### src/pkg/mgmt_access_pkg.sv
// Constants and types for the full register management access slave
// Operation
// - Frame: preamble, start, op, addresses, turnaround, data
// - Opcode 10 with address bits 2:1 set reads
// - Opcode 01 with address bits 2:1 set writes
// - Target address from phy bits 4,3,0 and reg
// - Read turnaround: controller releases, device drives 0
// - Read returns byte in low bits, zeros above
// - Write stores low byte, ignores upper byte
// - Whole space 0x00-0xFF reachable, indirect registers as plain storage
// - Indirect control 0x6E-0x6F, indirect data 0x70-0x78
// - Per-port factory test bytes 0x15-0x17, step 16
// - Self-test control register sits at 0x88
package mgmt_access_pkg;
    localparam int PREAMBLE_LEN = 32;
    localparam logic [5:0] PREAMBLE_CNT = 6'h20;
    localparam logic [1:0] OP_READ = 2'h2;
    localparam logic [1:0] OP_WRITE = 2'h1;
    localparam logic [1:0] PHY_SEL = 2'h3;
    // Last header count: start bit 1, opcode, both address fields
    localparam logic [4:0] FIELD_BITS = 5'h0c;
    localparam logic [4:0] DATA_BITS = 5'h10;
    // Turnaround plus data bits sat out for a frame not ours
    localparam logic [4:0] SKIP_BITS = 5'h11;
    localparam logic [7:0] IND_CTRL_LO = 8'h6e;
    localparam logic [7:0] IND_CTRL_HI = 8'h6f;
    localparam logic [7:0] IND_DATA_LO = 8'h70;
    localparam logic [7:0] IND_DATA_HI = 8'h78;
    localparam logic [7:0] SELF_TEST_ADDR = 8'h88;
    localparam logic [3:0] FACTORY_LO = 4'h5;
    localparam logic [3:0] FACTORY_HI = 4'h7;
    localparam logic [7:0] REG_RESET = 8'h00;

    typedef enum logic [2:0] {
        ST_PREAMBLE = 3'b000,
        ST_HEADER = 3'b001,
        ST_TA = 3'b010,
        ST_RD_DATA = 3'b011,
        ST_WR_DATA = 3'b100,
        ST_SKIP = 3'b101
    } state_t;
endpackage : mgmt_access_pkg

### src/hw/mgmt_access_slave.sv
// MDC/MDIO slave giving full access to the 8-bit configuration space
`timescale 1ns/10ps
module mgmt_access_slave (
    input wire logic clk_i,
    input wire logic sys_rst_i,
    input wire logic ce_i,
    input wire logic mdc_i,
    input wire logic mdio_i,
    output logic mdio_o,
    output logic mdio_oe_n_o,
    output logic wr_pulse_o,
    output logic [7:0] wr_addr_o,
    output logic [7:0] wr_data_o
);
    logic [1:0] mdc_sync;
    logic [1:0] mdio_sync;
    logic mdc_prev;
    mgmt_access_pkg::state_t state;
    mgmt_access_pkg::state_t next_state;
    logic [5:0] cnt;
    logic [5:0] next_cnt;
    logic [13:0] hdr;
    logic [13:0] next_hdr;
    logic [15:0] shreg;
    logic [15:0] next_shreg;
    logic [7:0] addr;
    logic [7:0] next_addr;
    logic oe_n;
    logic next_oe_n;
    logic dout;
    logic next_dout;
    logic wr_pulse;
    logic next_wr_pulse;
    logic [7:0] wr_data;
    logic [7:0] next_wr_data;
    logic [7:0] rdata;
    logic rise;
    logic fall;
    logic bit_in;
    logic [13:0] hdr_full;

    // Second stage only is read; first stage feeds nothing else
    always_ff @(posedge clk_i or posedge sys_rst_i) begin
        if (sys_rst_i) begin
            mdc_sync <= 2'h0;
            mdio_sync <= 2'h3;
            mdc_prev <= 1'b0;
        end else if (ce_i) begin
            mdc_sync <= {mdc_sync[0], mdc_i};
            mdio_sync <= {mdio_sync[0], mdio_i};
            mdc_prev <= mdc_sync[1];
        end
    end

    // MDC at most 5 MHz gives at least two samples per phase at 20 MHz
    assign rise = mdc_sync[1] & ~mdc_prev;
    assign fall = ~mdc_sync[1] & mdc_prev;
    assign bit_in = mdio_sync[1];
    assign hdr_full = {hdr[12:0], bit_in};

    reg_space #(
        .DEPTH(256)
    ) u_space (
        .clk_i(clk_i),
        .sys_rst_i(sys_rst_i),
        .ce_i(ce_i),
        .wr_i(next_wr_pulse),
        .addr_i(addr),
        .wdata_i(next_wr_data),
        .rdata_o(rdata)
    );

    always_comb begin
        next_state = state;
        next_cnt = cnt;
        next_hdr = hdr;
        next_shreg = shreg;
        next_addr = addr;
        next_oe_n = oe_n;
        next_dout = dout;
        next_wr_pulse = 1'b0;
        next_wr_data = wr_data;
        if (rise) begin
            case (state)
                mgmt_access_pkg::ST_PREAMBLE: begin
                    // Count ones; a zero after a full preamble is start bit 0
                    if (bit_in) begin
                        if (cnt != mgmt_access_pkg::PREAMBLE_CNT) begin
                            next_cnt = cnt + 6'h01;
                        end
                    end else if (cnt == mgmt_access_pkg::PREAMBLE_CNT) begin
                        next_state = mgmt_access_pkg::ST_HEADER;
                        next_cnt = 6'h00;
                        next_hdr = 14'h0000;
                    end else begin
                        next_cnt = 6'h00;
                    end
                end
                mgmt_access_pkg::ST_HEADER: begin
                    // Start bit 1, opcode, phy and reg address fields
                    next_hdr = hdr_full;
                    next_cnt = cnt + 6'h01;
                    if (cnt[4:0] == mgmt_access_pkg::FIELD_BITS) begin
                        next_cnt = 6'h00;
                        next_addr = {hdr_full[9:8], hdr_full[5],
                                     hdr_full[4:0]};
                        if (hdr_full[12] && hdr_full[7:6] ==
                                mgmt_access_pkg::PHY_SEL &&
                                (hdr_full[11:10] == mgmt_access_pkg::OP_READ ||
                                 hdr_full[11:10] ==
                                 mgmt_access_pkg::OP_WRITE)) begin
                            next_state = mgmt_access_pkg::ST_TA;
                        end else begin
                            next_state = mgmt_access_pkg::ST_SKIP;
                        end
                    end
                end
                mgmt_access_pkg::ST_TA: begin
                    // First turnaround bit sampled; controller owns it
                    next_cnt = 6'h00;
                    if (hdr[11:10] == mgmt_access_pkg::OP_READ) begin
                        next_shreg = {8'h00, rdata};
                        next_state = mgmt_access_pkg::ST_RD_DATA;
                    end else begin
                        next_state = mgmt_access_pkg::ST_WR_DATA;
                    end
                end
                mgmt_access_pkg::ST_RD_DATA: begin
                    next_cnt = cnt + 6'h01;
                    if (cnt[4:0] == mgmt_access_pkg::DATA_BITS) begin
                        next_state = mgmt_access_pkg::ST_PREAMBLE;
                        next_cnt = 6'h00;
                    end
                end
                mgmt_access_pkg::ST_WR_DATA: begin
                    // Turnaround 0 then sixteen data bits, upper byte dropped
                    next_shreg = {shreg[14:0], bit_in};
                    next_cnt = cnt + 6'h01;
                    if (cnt[4:0] == mgmt_access_pkg::DATA_BITS) begin
                        next_wr_data = {shreg[6:0], bit_in};
                        next_wr_pulse = 1'b1;
                        next_state = mgmt_access_pkg::ST_PREAMBLE;
                        next_cnt = 6'h00;
                    end
                end
                mgmt_access_pkg::ST_SKIP: begin
                    // Frame not ours: sit out turnaround and data
                    next_cnt = cnt + 6'h01;
                    if (cnt[4:0] == mgmt_access_pkg::SKIP_BITS) begin
                        next_state = mgmt_access_pkg::ST_PREAMBLE;
                        next_cnt = 6'h00;
                    end
                end
                default: begin
                    next_state = mgmt_access_pkg::ST_PREAMBLE;
                    next_cnt = 6'h00;
                end
            endcase
        end
        if (fall) begin
            // Drive changes after the falling edge so the master samples stable
            if (state == mgmt_access_pkg::ST_RD_DATA) begin
                if (cnt == 6'h00) begin
                    next_oe_n = 1'b0;
                    next_dout = 1'b0;
                end else begin
                    next_dout = shreg[15];
                    next_shreg = {shreg[14:0], 1'b0};
                end
            end else begin
                next_oe_n = 1'b1;
                next_dout = 1'b0;
            end
        end
    end

    always_ff @(posedge clk_i or posedge sys_rst_i) begin
        if (sys_rst_i) begin
            state <= mgmt_access_pkg::ST_PREAMBLE;
            cnt <= 6'h00;
            hdr <= 14'h0000;
            shreg <= 16'h0000;
            addr <= 8'h00;
            oe_n <= 1'b1;
            dout <= 1'b0;
            wr_pulse <= 1'b0;
            wr_data <= 8'h00;
        end else if (ce_i) begin
            state <= next_state;
            cnt <= next_cnt;
            hdr <= next_hdr;
            shreg <= next_shreg;
            addr <= next_addr;
            oe_n <= next_oe_n;
            dout <= next_dout;
            wr_pulse <= next_wr_pulse;
            wr_data <= next_wr_data;
        end
    end

    always_ff @(posedge clk_i or posedge sys_rst_i) begin
        if (sys_rst_i) begin
            wr_addr_o <= 8'h00;
        end else if (ce_i && next_wr_pulse) begin
            wr_addr_o <= addr;
        end
    end

    assign mdio_o = dout;
    assign mdio_oe_n_o = oe_n;
    assign wr_pulse_o = wr_pulse;
    assign wr_data_o = wr_data;
endmodule : mgmt_access_slave

### src/hw/reg_space.sv
// Configuration byte space with flip-flop storage
`timescale 1ns/10ps
module reg_space #(
    parameter int DEPTH = 256
) (
    input wire logic clk_i,
    input wire logic sys_rst_i,
    input wire logic ce_i,
    input wire logic wr_i,
    input wire logic [7:0] addr_i,
    input wire logic [7:0] wdata_i,
    output logic [7:0] rdata_o
);
    logic [7:0] mem [DEPTH];

    // Every byte 0x00-0xFF is plain storage, indirect and self-test included
    genvar g;
    generate
        for (g = 0; g < DEPTH; g++) begin : g_byte
            logic [7:0] next_val;
            always_comb begin
                next_val = mem[g];
                if (ce_i && wr_i && addr_i == 8'(g)) begin
                    next_val = wdata_i;
                end
            end
            always_ff @(posedge clk_i or posedge sys_rst_i) begin
                if (sys_rst_i) begin
                    mem[g] <= mgmt_access_pkg::REG_RESET;
                end else begin
                    mem[g] <= next_val;
                end
            end
        end
    endgenerate

    assign rdata_o = mem[addr_i];
endmodule : reg_space

### config.mk
export PLATFORM = sky130hd
export DESIGN_NAME = mgmt_access_slave
export DESIGN_NICKNAME = d
export VERILOG_FILES = /design/src/pkg/mgmt_access_pkg.sv /design/src/hw/mgmt_access_slave.sv /design/src/hw/reg_space.sv
export SDC_FILE = /design/constraint.sdc
export NUM_CORES = 2
export LEC_CHECK = 0
export BUFFER_PORTS_ARGS = -buffer_cell sky130_fd_sc_hd__buf_2
export CAP_MARGIN = 20
export CORE_MARGIN = 10
export CORE_UTILIZATION = 45
export DETAILED_ROUTE_END_ITERATION = 7
export PLACE_DENSITY = 0.6
export SLEW_MARGIN = 20
export SYNTH_ARGS = -nofsm -noshare
export SYNTH_HDL_FRONTEND = slang
export SYNTH_SLANG_ARGS = --single-unit
### constraint.sdc
create_clock -name clk_i -period 100.5 [get_ports clk_i]
set_clock_uncertainty 0.05 [all_clocks]
set_input_delay 15.075 -clock clk_i [delete_from_list [all_inputs] [get_ports clk_i]]
set_output_delay 15.075 -clock clk_i [all_outputs]
set_load 0.02 [all_outputs]
# Word level (Yosys, flattened, before mapping)
# Index checks and enable logic that the tools add are counted.
dict set report totals {
  ff_bits 2117
  input_bits 5
  out_inout_bits 19
  word_cells 859
}
dict set report op_classes {
  n_addsub 1
  n_lt_le_gt_ge 1
  n_eq_ne 276
  n_mux 36
  n_bitwise 5
  n_reduce_logical 271
}
# operator n
set op_table {}
lappend op_table {{equality test 8 bit (second input constant)} 128}
lappend op_table {{equality test 8 x 7 -> 1 bit (second input constant)} 64}
lappend op_table {{logical AND 1 bit} 259}
lappend op_table {{equality test 8 x 6 -> 1 bit (second input constant)} 32}
lappend op_table {{equality test 8 x 5 -> 1 bit (second input constant)} 16}
lappend op_table {{two-way mux 16 bit} 5}
lappend op_table {{binary-select mux 8 bit (select 8 bit)} 1}
lappend op_table {{equality test 8 x 4 -> 1 bit (second input constant)} 8}
lappend op_table {{two-way mux 8 bit} 5}
lappend op_table {{equality test 8 x 3 -> 1 bit (second input constant)} 4}
lappend op_table {{case mux 16 bit (2 select lines)} 1}
lappend op_table {{two-way mux 6 bit} 5}
lappend op_table {{two-way mux 12 bit} 2}
lappend op_table {{case mux 12 bit (2 select lines)} 1}
lappend op_table {{case mux 6 bit (4 select lines)} 1}
lappend op_table {{two-way mux 3 bit} 7}
lappend op_table {{equality test 8 x 2 -> 1 bit (second input constant)} 2}
lappend op_table {{case mux 3 bit (5 select lines)} 1}
lappend op_table {{equality test 5 bit (second input constant)} 2}
lappend op_table {{>= comparator 9 bit (second input constant)} 1}
lappend op_table {{NOT 8 -> 9 bit} 1}
lappend op_table {{equality test 8 x 1 -> 1 bit (second input constant)} 1}
lappend op_table {{logical NOT 8 bit} 1}
lappend op_table {{inequality test 2 bit (second input constant)} 4}
lappend op_table {{24 further kinds} 38}

# Logic depth before layout (Yosys ltp)
dict set report depth {
  word_depth 10
  depth_mapped 12
  depth_no_buf 9
}

# Hierarchy
# Synthesis repeated with hierarchy kept, for this count alone.
dict set report hier_totals {
  hier_cells 6101
  hier_area_um2 95656.7
}
# mod instances cells_per_inst area_per_inst_um2 seq_area_each_um2
set modules_own_cells {}
lappend modules_own_cells {reg_space 1 5829 92418.6 51249.2}
lappend modules_own_cells {mgmt_access_slave 1 272 3238.1 1730.4}

# Worst setup path after synthesis
# Ideal clock, no wire load.
dict set report synth_timing {
  path_type {in2reg}
  start {in ce_i}
  end {reg u_space.mem[1840] (netlist bit)}
  setup_ns 0.077
  arrival_ns 17.161
  required_time_ns 100.373
  path_slack_ns 83.212
  path_stages 10
  n_path_buf 3
  path_cell_list {inv_1 > or4_4 > or3b_4 > or2_1 > buf_2 > buf_8 > nor4_4 > buf_6 > nor2_1 > a21oi_1}
}
dict set report synth_between {
  elab_chain_cells 2
}
# element line_no
set synth_lines {}
lappend synth_lines {{start: declaration} mgmt_access_slave.sv:6} ;# input wire logic ce_i,
lappend synth_lines {{logical AND 1 bit (2 in series)} reg_space.sv:23} ;# if (ce_i && wr_i && addr_i == 8'(g)) begin
lappend synth_lines {{end signal: indexed assignment} reg_space.sv:29} ;# mem[g] <= mgmt_access_pkg::REG_RESET;
lappend synth_lines {{end signal: indexed assignment} reg_space.sv:31} ;# mem[g] <= next_val;
lappend synth_lines {{end: declaration} reg_space.sv:14} ;# logic [7:0] mem [DEPTH];
# No other way between the ends.
# A chain may end at the register's enable or synchronous reset.

==> results by group <==
Status
  – Status: finished, final reports clean

Clock tree
  – Deepest clock path buffer count: 3
  – Setup bufs post-CTS: 0
  – Root Driver: clkbuf_16
  – Clock latency at the later pin of the worst-skew pair: 0.89 ns
  – Clk pin slew, worst setup/hold paths: 0.06 ns
  – Sink Count: 2,117
  – CTS resizes: 0
  – Total CTS buffers: 217
  – CTS tree: done
  – Htree depth: 4
  – CTS Hold Bufs: 0

GRT
  – Remaining Overflow, GRT: 0
  – GR met3 Demand/Resource: 0.04586
  – Vias in the first global route: 62,570
  – Largest net degree at the start of global routing: 213
  – Met2 global-route usage: 0.3536
  – Initial antenna violation count: 6
  – First-pass GRT wire length: 400,000 um
  – Global routing met1 resource utilization: 0.3291
  – Most used routing layer: met2
  – GRT Total Usage: 0.2318

STA
  – RSZ-0062 raised after global routing: no
  – Post-route minimum period: 18.38 ns
  – Final hold vios: 0
  – Final worst path period share: 0.1828
  – Worst-Margin Slew: 1.150 ns
  – Max Fclk: about 54 MHz
  – Slew Limit Headroom: 0.2250
  – Setup TNS Final: 0 ns
  – Setup violators final: 0
  – Max-slew violation count: 0

Synth
  – Synth Register Bits: 2,117
  – Syn Std Cell Area: between 90,000 and 100,000 um2
  – Post-synth ARST share: 1.000
  – Top FF cell, synth: dfrtp_1
  – Mapped Cells: 8,516
  – Yosys warnings: 0
  – Avg Inst Size Synth: 10.78 um2
  – Post-synth EDFFs: 0
  – Seq/Total Area, Yosys: 0.5772
  – Post-Syn Nets: 8,524
  – Yosys cell types: 64

Worst hold path
  – Min-Delay Path Class: flop to flop
  – Worst Min Path Start: u_space.mem[1959]$_DFFE_PP0P_

Critical path
  – Worst Setup SP: sys_rst_i
  – Type of the worst setup path: primary input to asynchronous set/reset pin
  – Worst r2r src: addr[0]$_DFFE_PP0P_
  – Critical path peak fanout: 110
  – Critical Path RT: a little over 100 ns
  – Worst path arrival time: 19.22 ns
  – Crit. End Element: asynchronous set/reset pin
  – CP Launch Type: primary input

Die
  – Die Wd: between 400 and 500 um
  – Die area: 222,400 um2
  – IO Count: 24
  – Row Count: ~170
  – Initial core utilization: 0.4532
  – Die Y: 471.6 um
  – Core ar.: around 200,000 um2

Finish
  – Nets: ~8,200
  – Area Overhead vs Synth: 10.18%
  – Final instance area: around 100,000 um2
  – Layout cells sized above 1: 0.1363

Job
  – Max_cap viols: 0

Pwr
  – Combinational power share: 0.013
  – Leakage: 42.63 nW
  – P_int: between 1 and 1.5 mW
  – Sw frac: 0.2181
  – Maximum vdd drop: between 0.015 and 0.02 mV
  – Flop pwr share: 0.504
  – Clk network pwr share: 0.483
  – PwrDens: 16.78 nW/um2
  – Switching pwr: 370.1 uW

Drt
  – Via count: 63,460
  – DRC: 0
  – DRT Pass-1 Iters: 6
  – Wire per inst: 23.52 um
  – DR vias/cell: 5.761
  – Final ANT Viol Nets: 0
  – Post-Route WL: 259,100 um
  – Initial drt markers: 6,109

Placed design
  – GP Congestion: 0.8497
  – Placed Instance Area: roughly 94,000 um2
  – # port buffers: 23
  – Post-DP HPWL: 158,500 um
## Yosys cell counts (3+ instances only)
cell / instances / area (um2)
a31oi_1: 16 / 100.1
and2_1: 3 / 18.77
nand4_1: 6 / 37.54
o31ai_1: 4 / 30.03
nor4_1: 16 / 100.1
ha_1: 3 / 37.54
mux2_2: 79 / 889.6
nand2_1: 2224 / 8348
or2_2: 5 / 31.28
clkbuf_1: 598 / 2245
a22oi_1: 54 / 405.4
a31o_2: 6 / 52.55
dfstp_2: 3 / 78.83
dfrtp_1: 2114 / 52900
nand2b_1: 16 / 100.1
mux4_2: 471 / 10610
o22ai_1: 17 / 106.4
a211oi_1: 9 / 67.56
o211ai_1: 10 / 75.07
o221ai_1: 46 / 402.9
o21ai_0: 1970 / 9859
a22o_1: 34 / 297.8
nor3b_1: 3 / 22.52
mux2i_1: 157 / 1572
a41oi_1: 15 / 131.4
buf_2: 45 / 225.2
buf_4: 3 / 22.52
a221oi_1: 18 / 157.7
buf_1: 72 / 270.3
nor2b_1: 19 / 118.9
inv_1: 16 / 60.06
nor2_2: 6 / 37.54
nor3_4: 10 / 162.7
and3_1: 3 / 18.77
nor3_1: 15 / 75.07
nor2_1: 179 / 671.9
a21oi_1: 192 / 960.9
nand3_1: 17 / 85.08
buf_6: 9 / 101.4
## metrics by stage
stage | cells | utilization | hold slack (ns) | power, mW | setup WS, ns
5_1_grt | 11020 | 0.4994 | 0.4416 | 1.751 | 81.49
3_5_place_dp | 10610 | 0.4629 | 0.4146 | 0.8936 | 81.09
3_3_place_gp | 10610 | 0.4627 | 0.4056 | 0.8928 | 81.21
2_1_floorplan | 8516 | - | 0.3922 | 0.8896 | 25.57
6_report | 11020 | 0.4994 | 0.4227 | 1.697 | 82.12
4_1_cts | 11010 | 0.4990 | 0.4286 | 1.712 | 82.02
## metal layers
metal | share of wire | up-vias
met5 | 0 | -
met3 | 0.069 | 465
met4 | 0.039 | 0
li1 | - | 29030
met1 | 0.44 | 32090
met2 | 0.45 | 1884
## worst paths after layout
kind                                                 end  slack [ns]  depth (start not counted)
setup / recovery            u_space.mem[460]$_DFFE_PP0P_       82.12                          6
hold / removal             u_space.mem[1959]$_DFFE_PP0P_        0.42                          2
setup reg to reg                    shreg[6]$_DFFE_PP0P_       94.63                          9
hold reg to reg            u_space.mem[1959]$_DFFE_PP0P_        0.42                          2
max in group clk_i          u_space.mem[600]$_DFFE_PP0P_       82.46                          9
min in group asynchronous   u_space.mem[601]$_DFFE_PP0P_       14.32                          2
## flip-flops by register name, summed over array words and instances, names as in the netlist
name / count
u_space.mem: 2048
shreg: 16
hdr: 12
addr: 8
wr_addr_o: 8
wr_data_o: 8
cnt: 6
state: 3
mdc_sync: 2
mdio_sync: 2
mdc_prev: 1
mdio_o: 1
mdio_oe_n_o: 1
wr_pulse_o: 1
## cells by family after synthesis
family / count (synthesis) / share of synthesized area
compound gates: 2402 / 0.1387
xor+xnor: 1 / 0.00009543
fa+ha+maj: 3 / 0.0004090
buf+inv: 744 / 0.03202
flops: 2117 / 0.5772
mux: 707 / 0.1424
simple gates: 2542 / 0.1092
## power by group through the flow
| stage | Sequential [mW] | Clock (mW) | Combinational, mW |
|---|---|---|---|
| 6_report | 0.855 | 0.820 | 0.0223 |
| 5_1_grt | 0.854 | 0.870 | 0.0266 |
| 4_1_cts | 0.855 | 0.834 | 0.0234 |
| 3_5_place_dp | 0.870 | 0 | 0.0233 |
| 3_3_place_gp | 0.870 | 0 | 0.0226 |
| 2_1_floorplan | 0.873 | 0 | 0.0161 |
## cells in the final DEF, fill, tap and decap left out, drive strengths merged, types with 18 or more instances in the layout
| cell type | netlist | layout |
|---|---|---|
| mux4 | 471 | 471 |
| o221ai | 46 | 46 |
| buf | 130 | 150 |
| nor2b | 19 | 19 |
| clkinv | 0 | 49 |
| mux2 | 79 | 79 |
| nor3 | 27 | 27 |
| o21ai | 1972 | 1972 |
| clkbuf | 598 | 336 |
| dfrtp | 2114 | 2114 |
| mux2i | 157 | 157 |
| a221oi | 18 | 18 |
| inv | 16 | 24 |
| a22o | 34 | 34 |
| nand2 | 2224 | 2224 |
| nor2 | 185 | 185 |
| a22oi | 54 | 54 |
| a21oi | 192 | 192 |
## worst max-delay path, stage by stage
cell,delay (ns)
buf_2,0.13
inv_8,0.51
buf_4,0.75
buf_4,0.83
buf_4,0.87
buf_4,0.79
## final cells by class
| class | instances | area, um2 |
|---|---|---|
| Antenna cell | 2 | 5.005 |
| Clock buffer | 336 | 6518 |
| Clock inverter | 68 | 792.0 |
| Fill cell | 17980 | 101400 |
| Inverter | 16 | 67.56 |
| Multi-Input combinational cell | 5655 | 36180 |
| Sequential cell | 2117 | 53000 |
| Tap cell | 2672 | 3343 |
| Timing Repair Buffer | 150 | 1240 |
No activity file was read; power rests on OpenSTA's default activity.
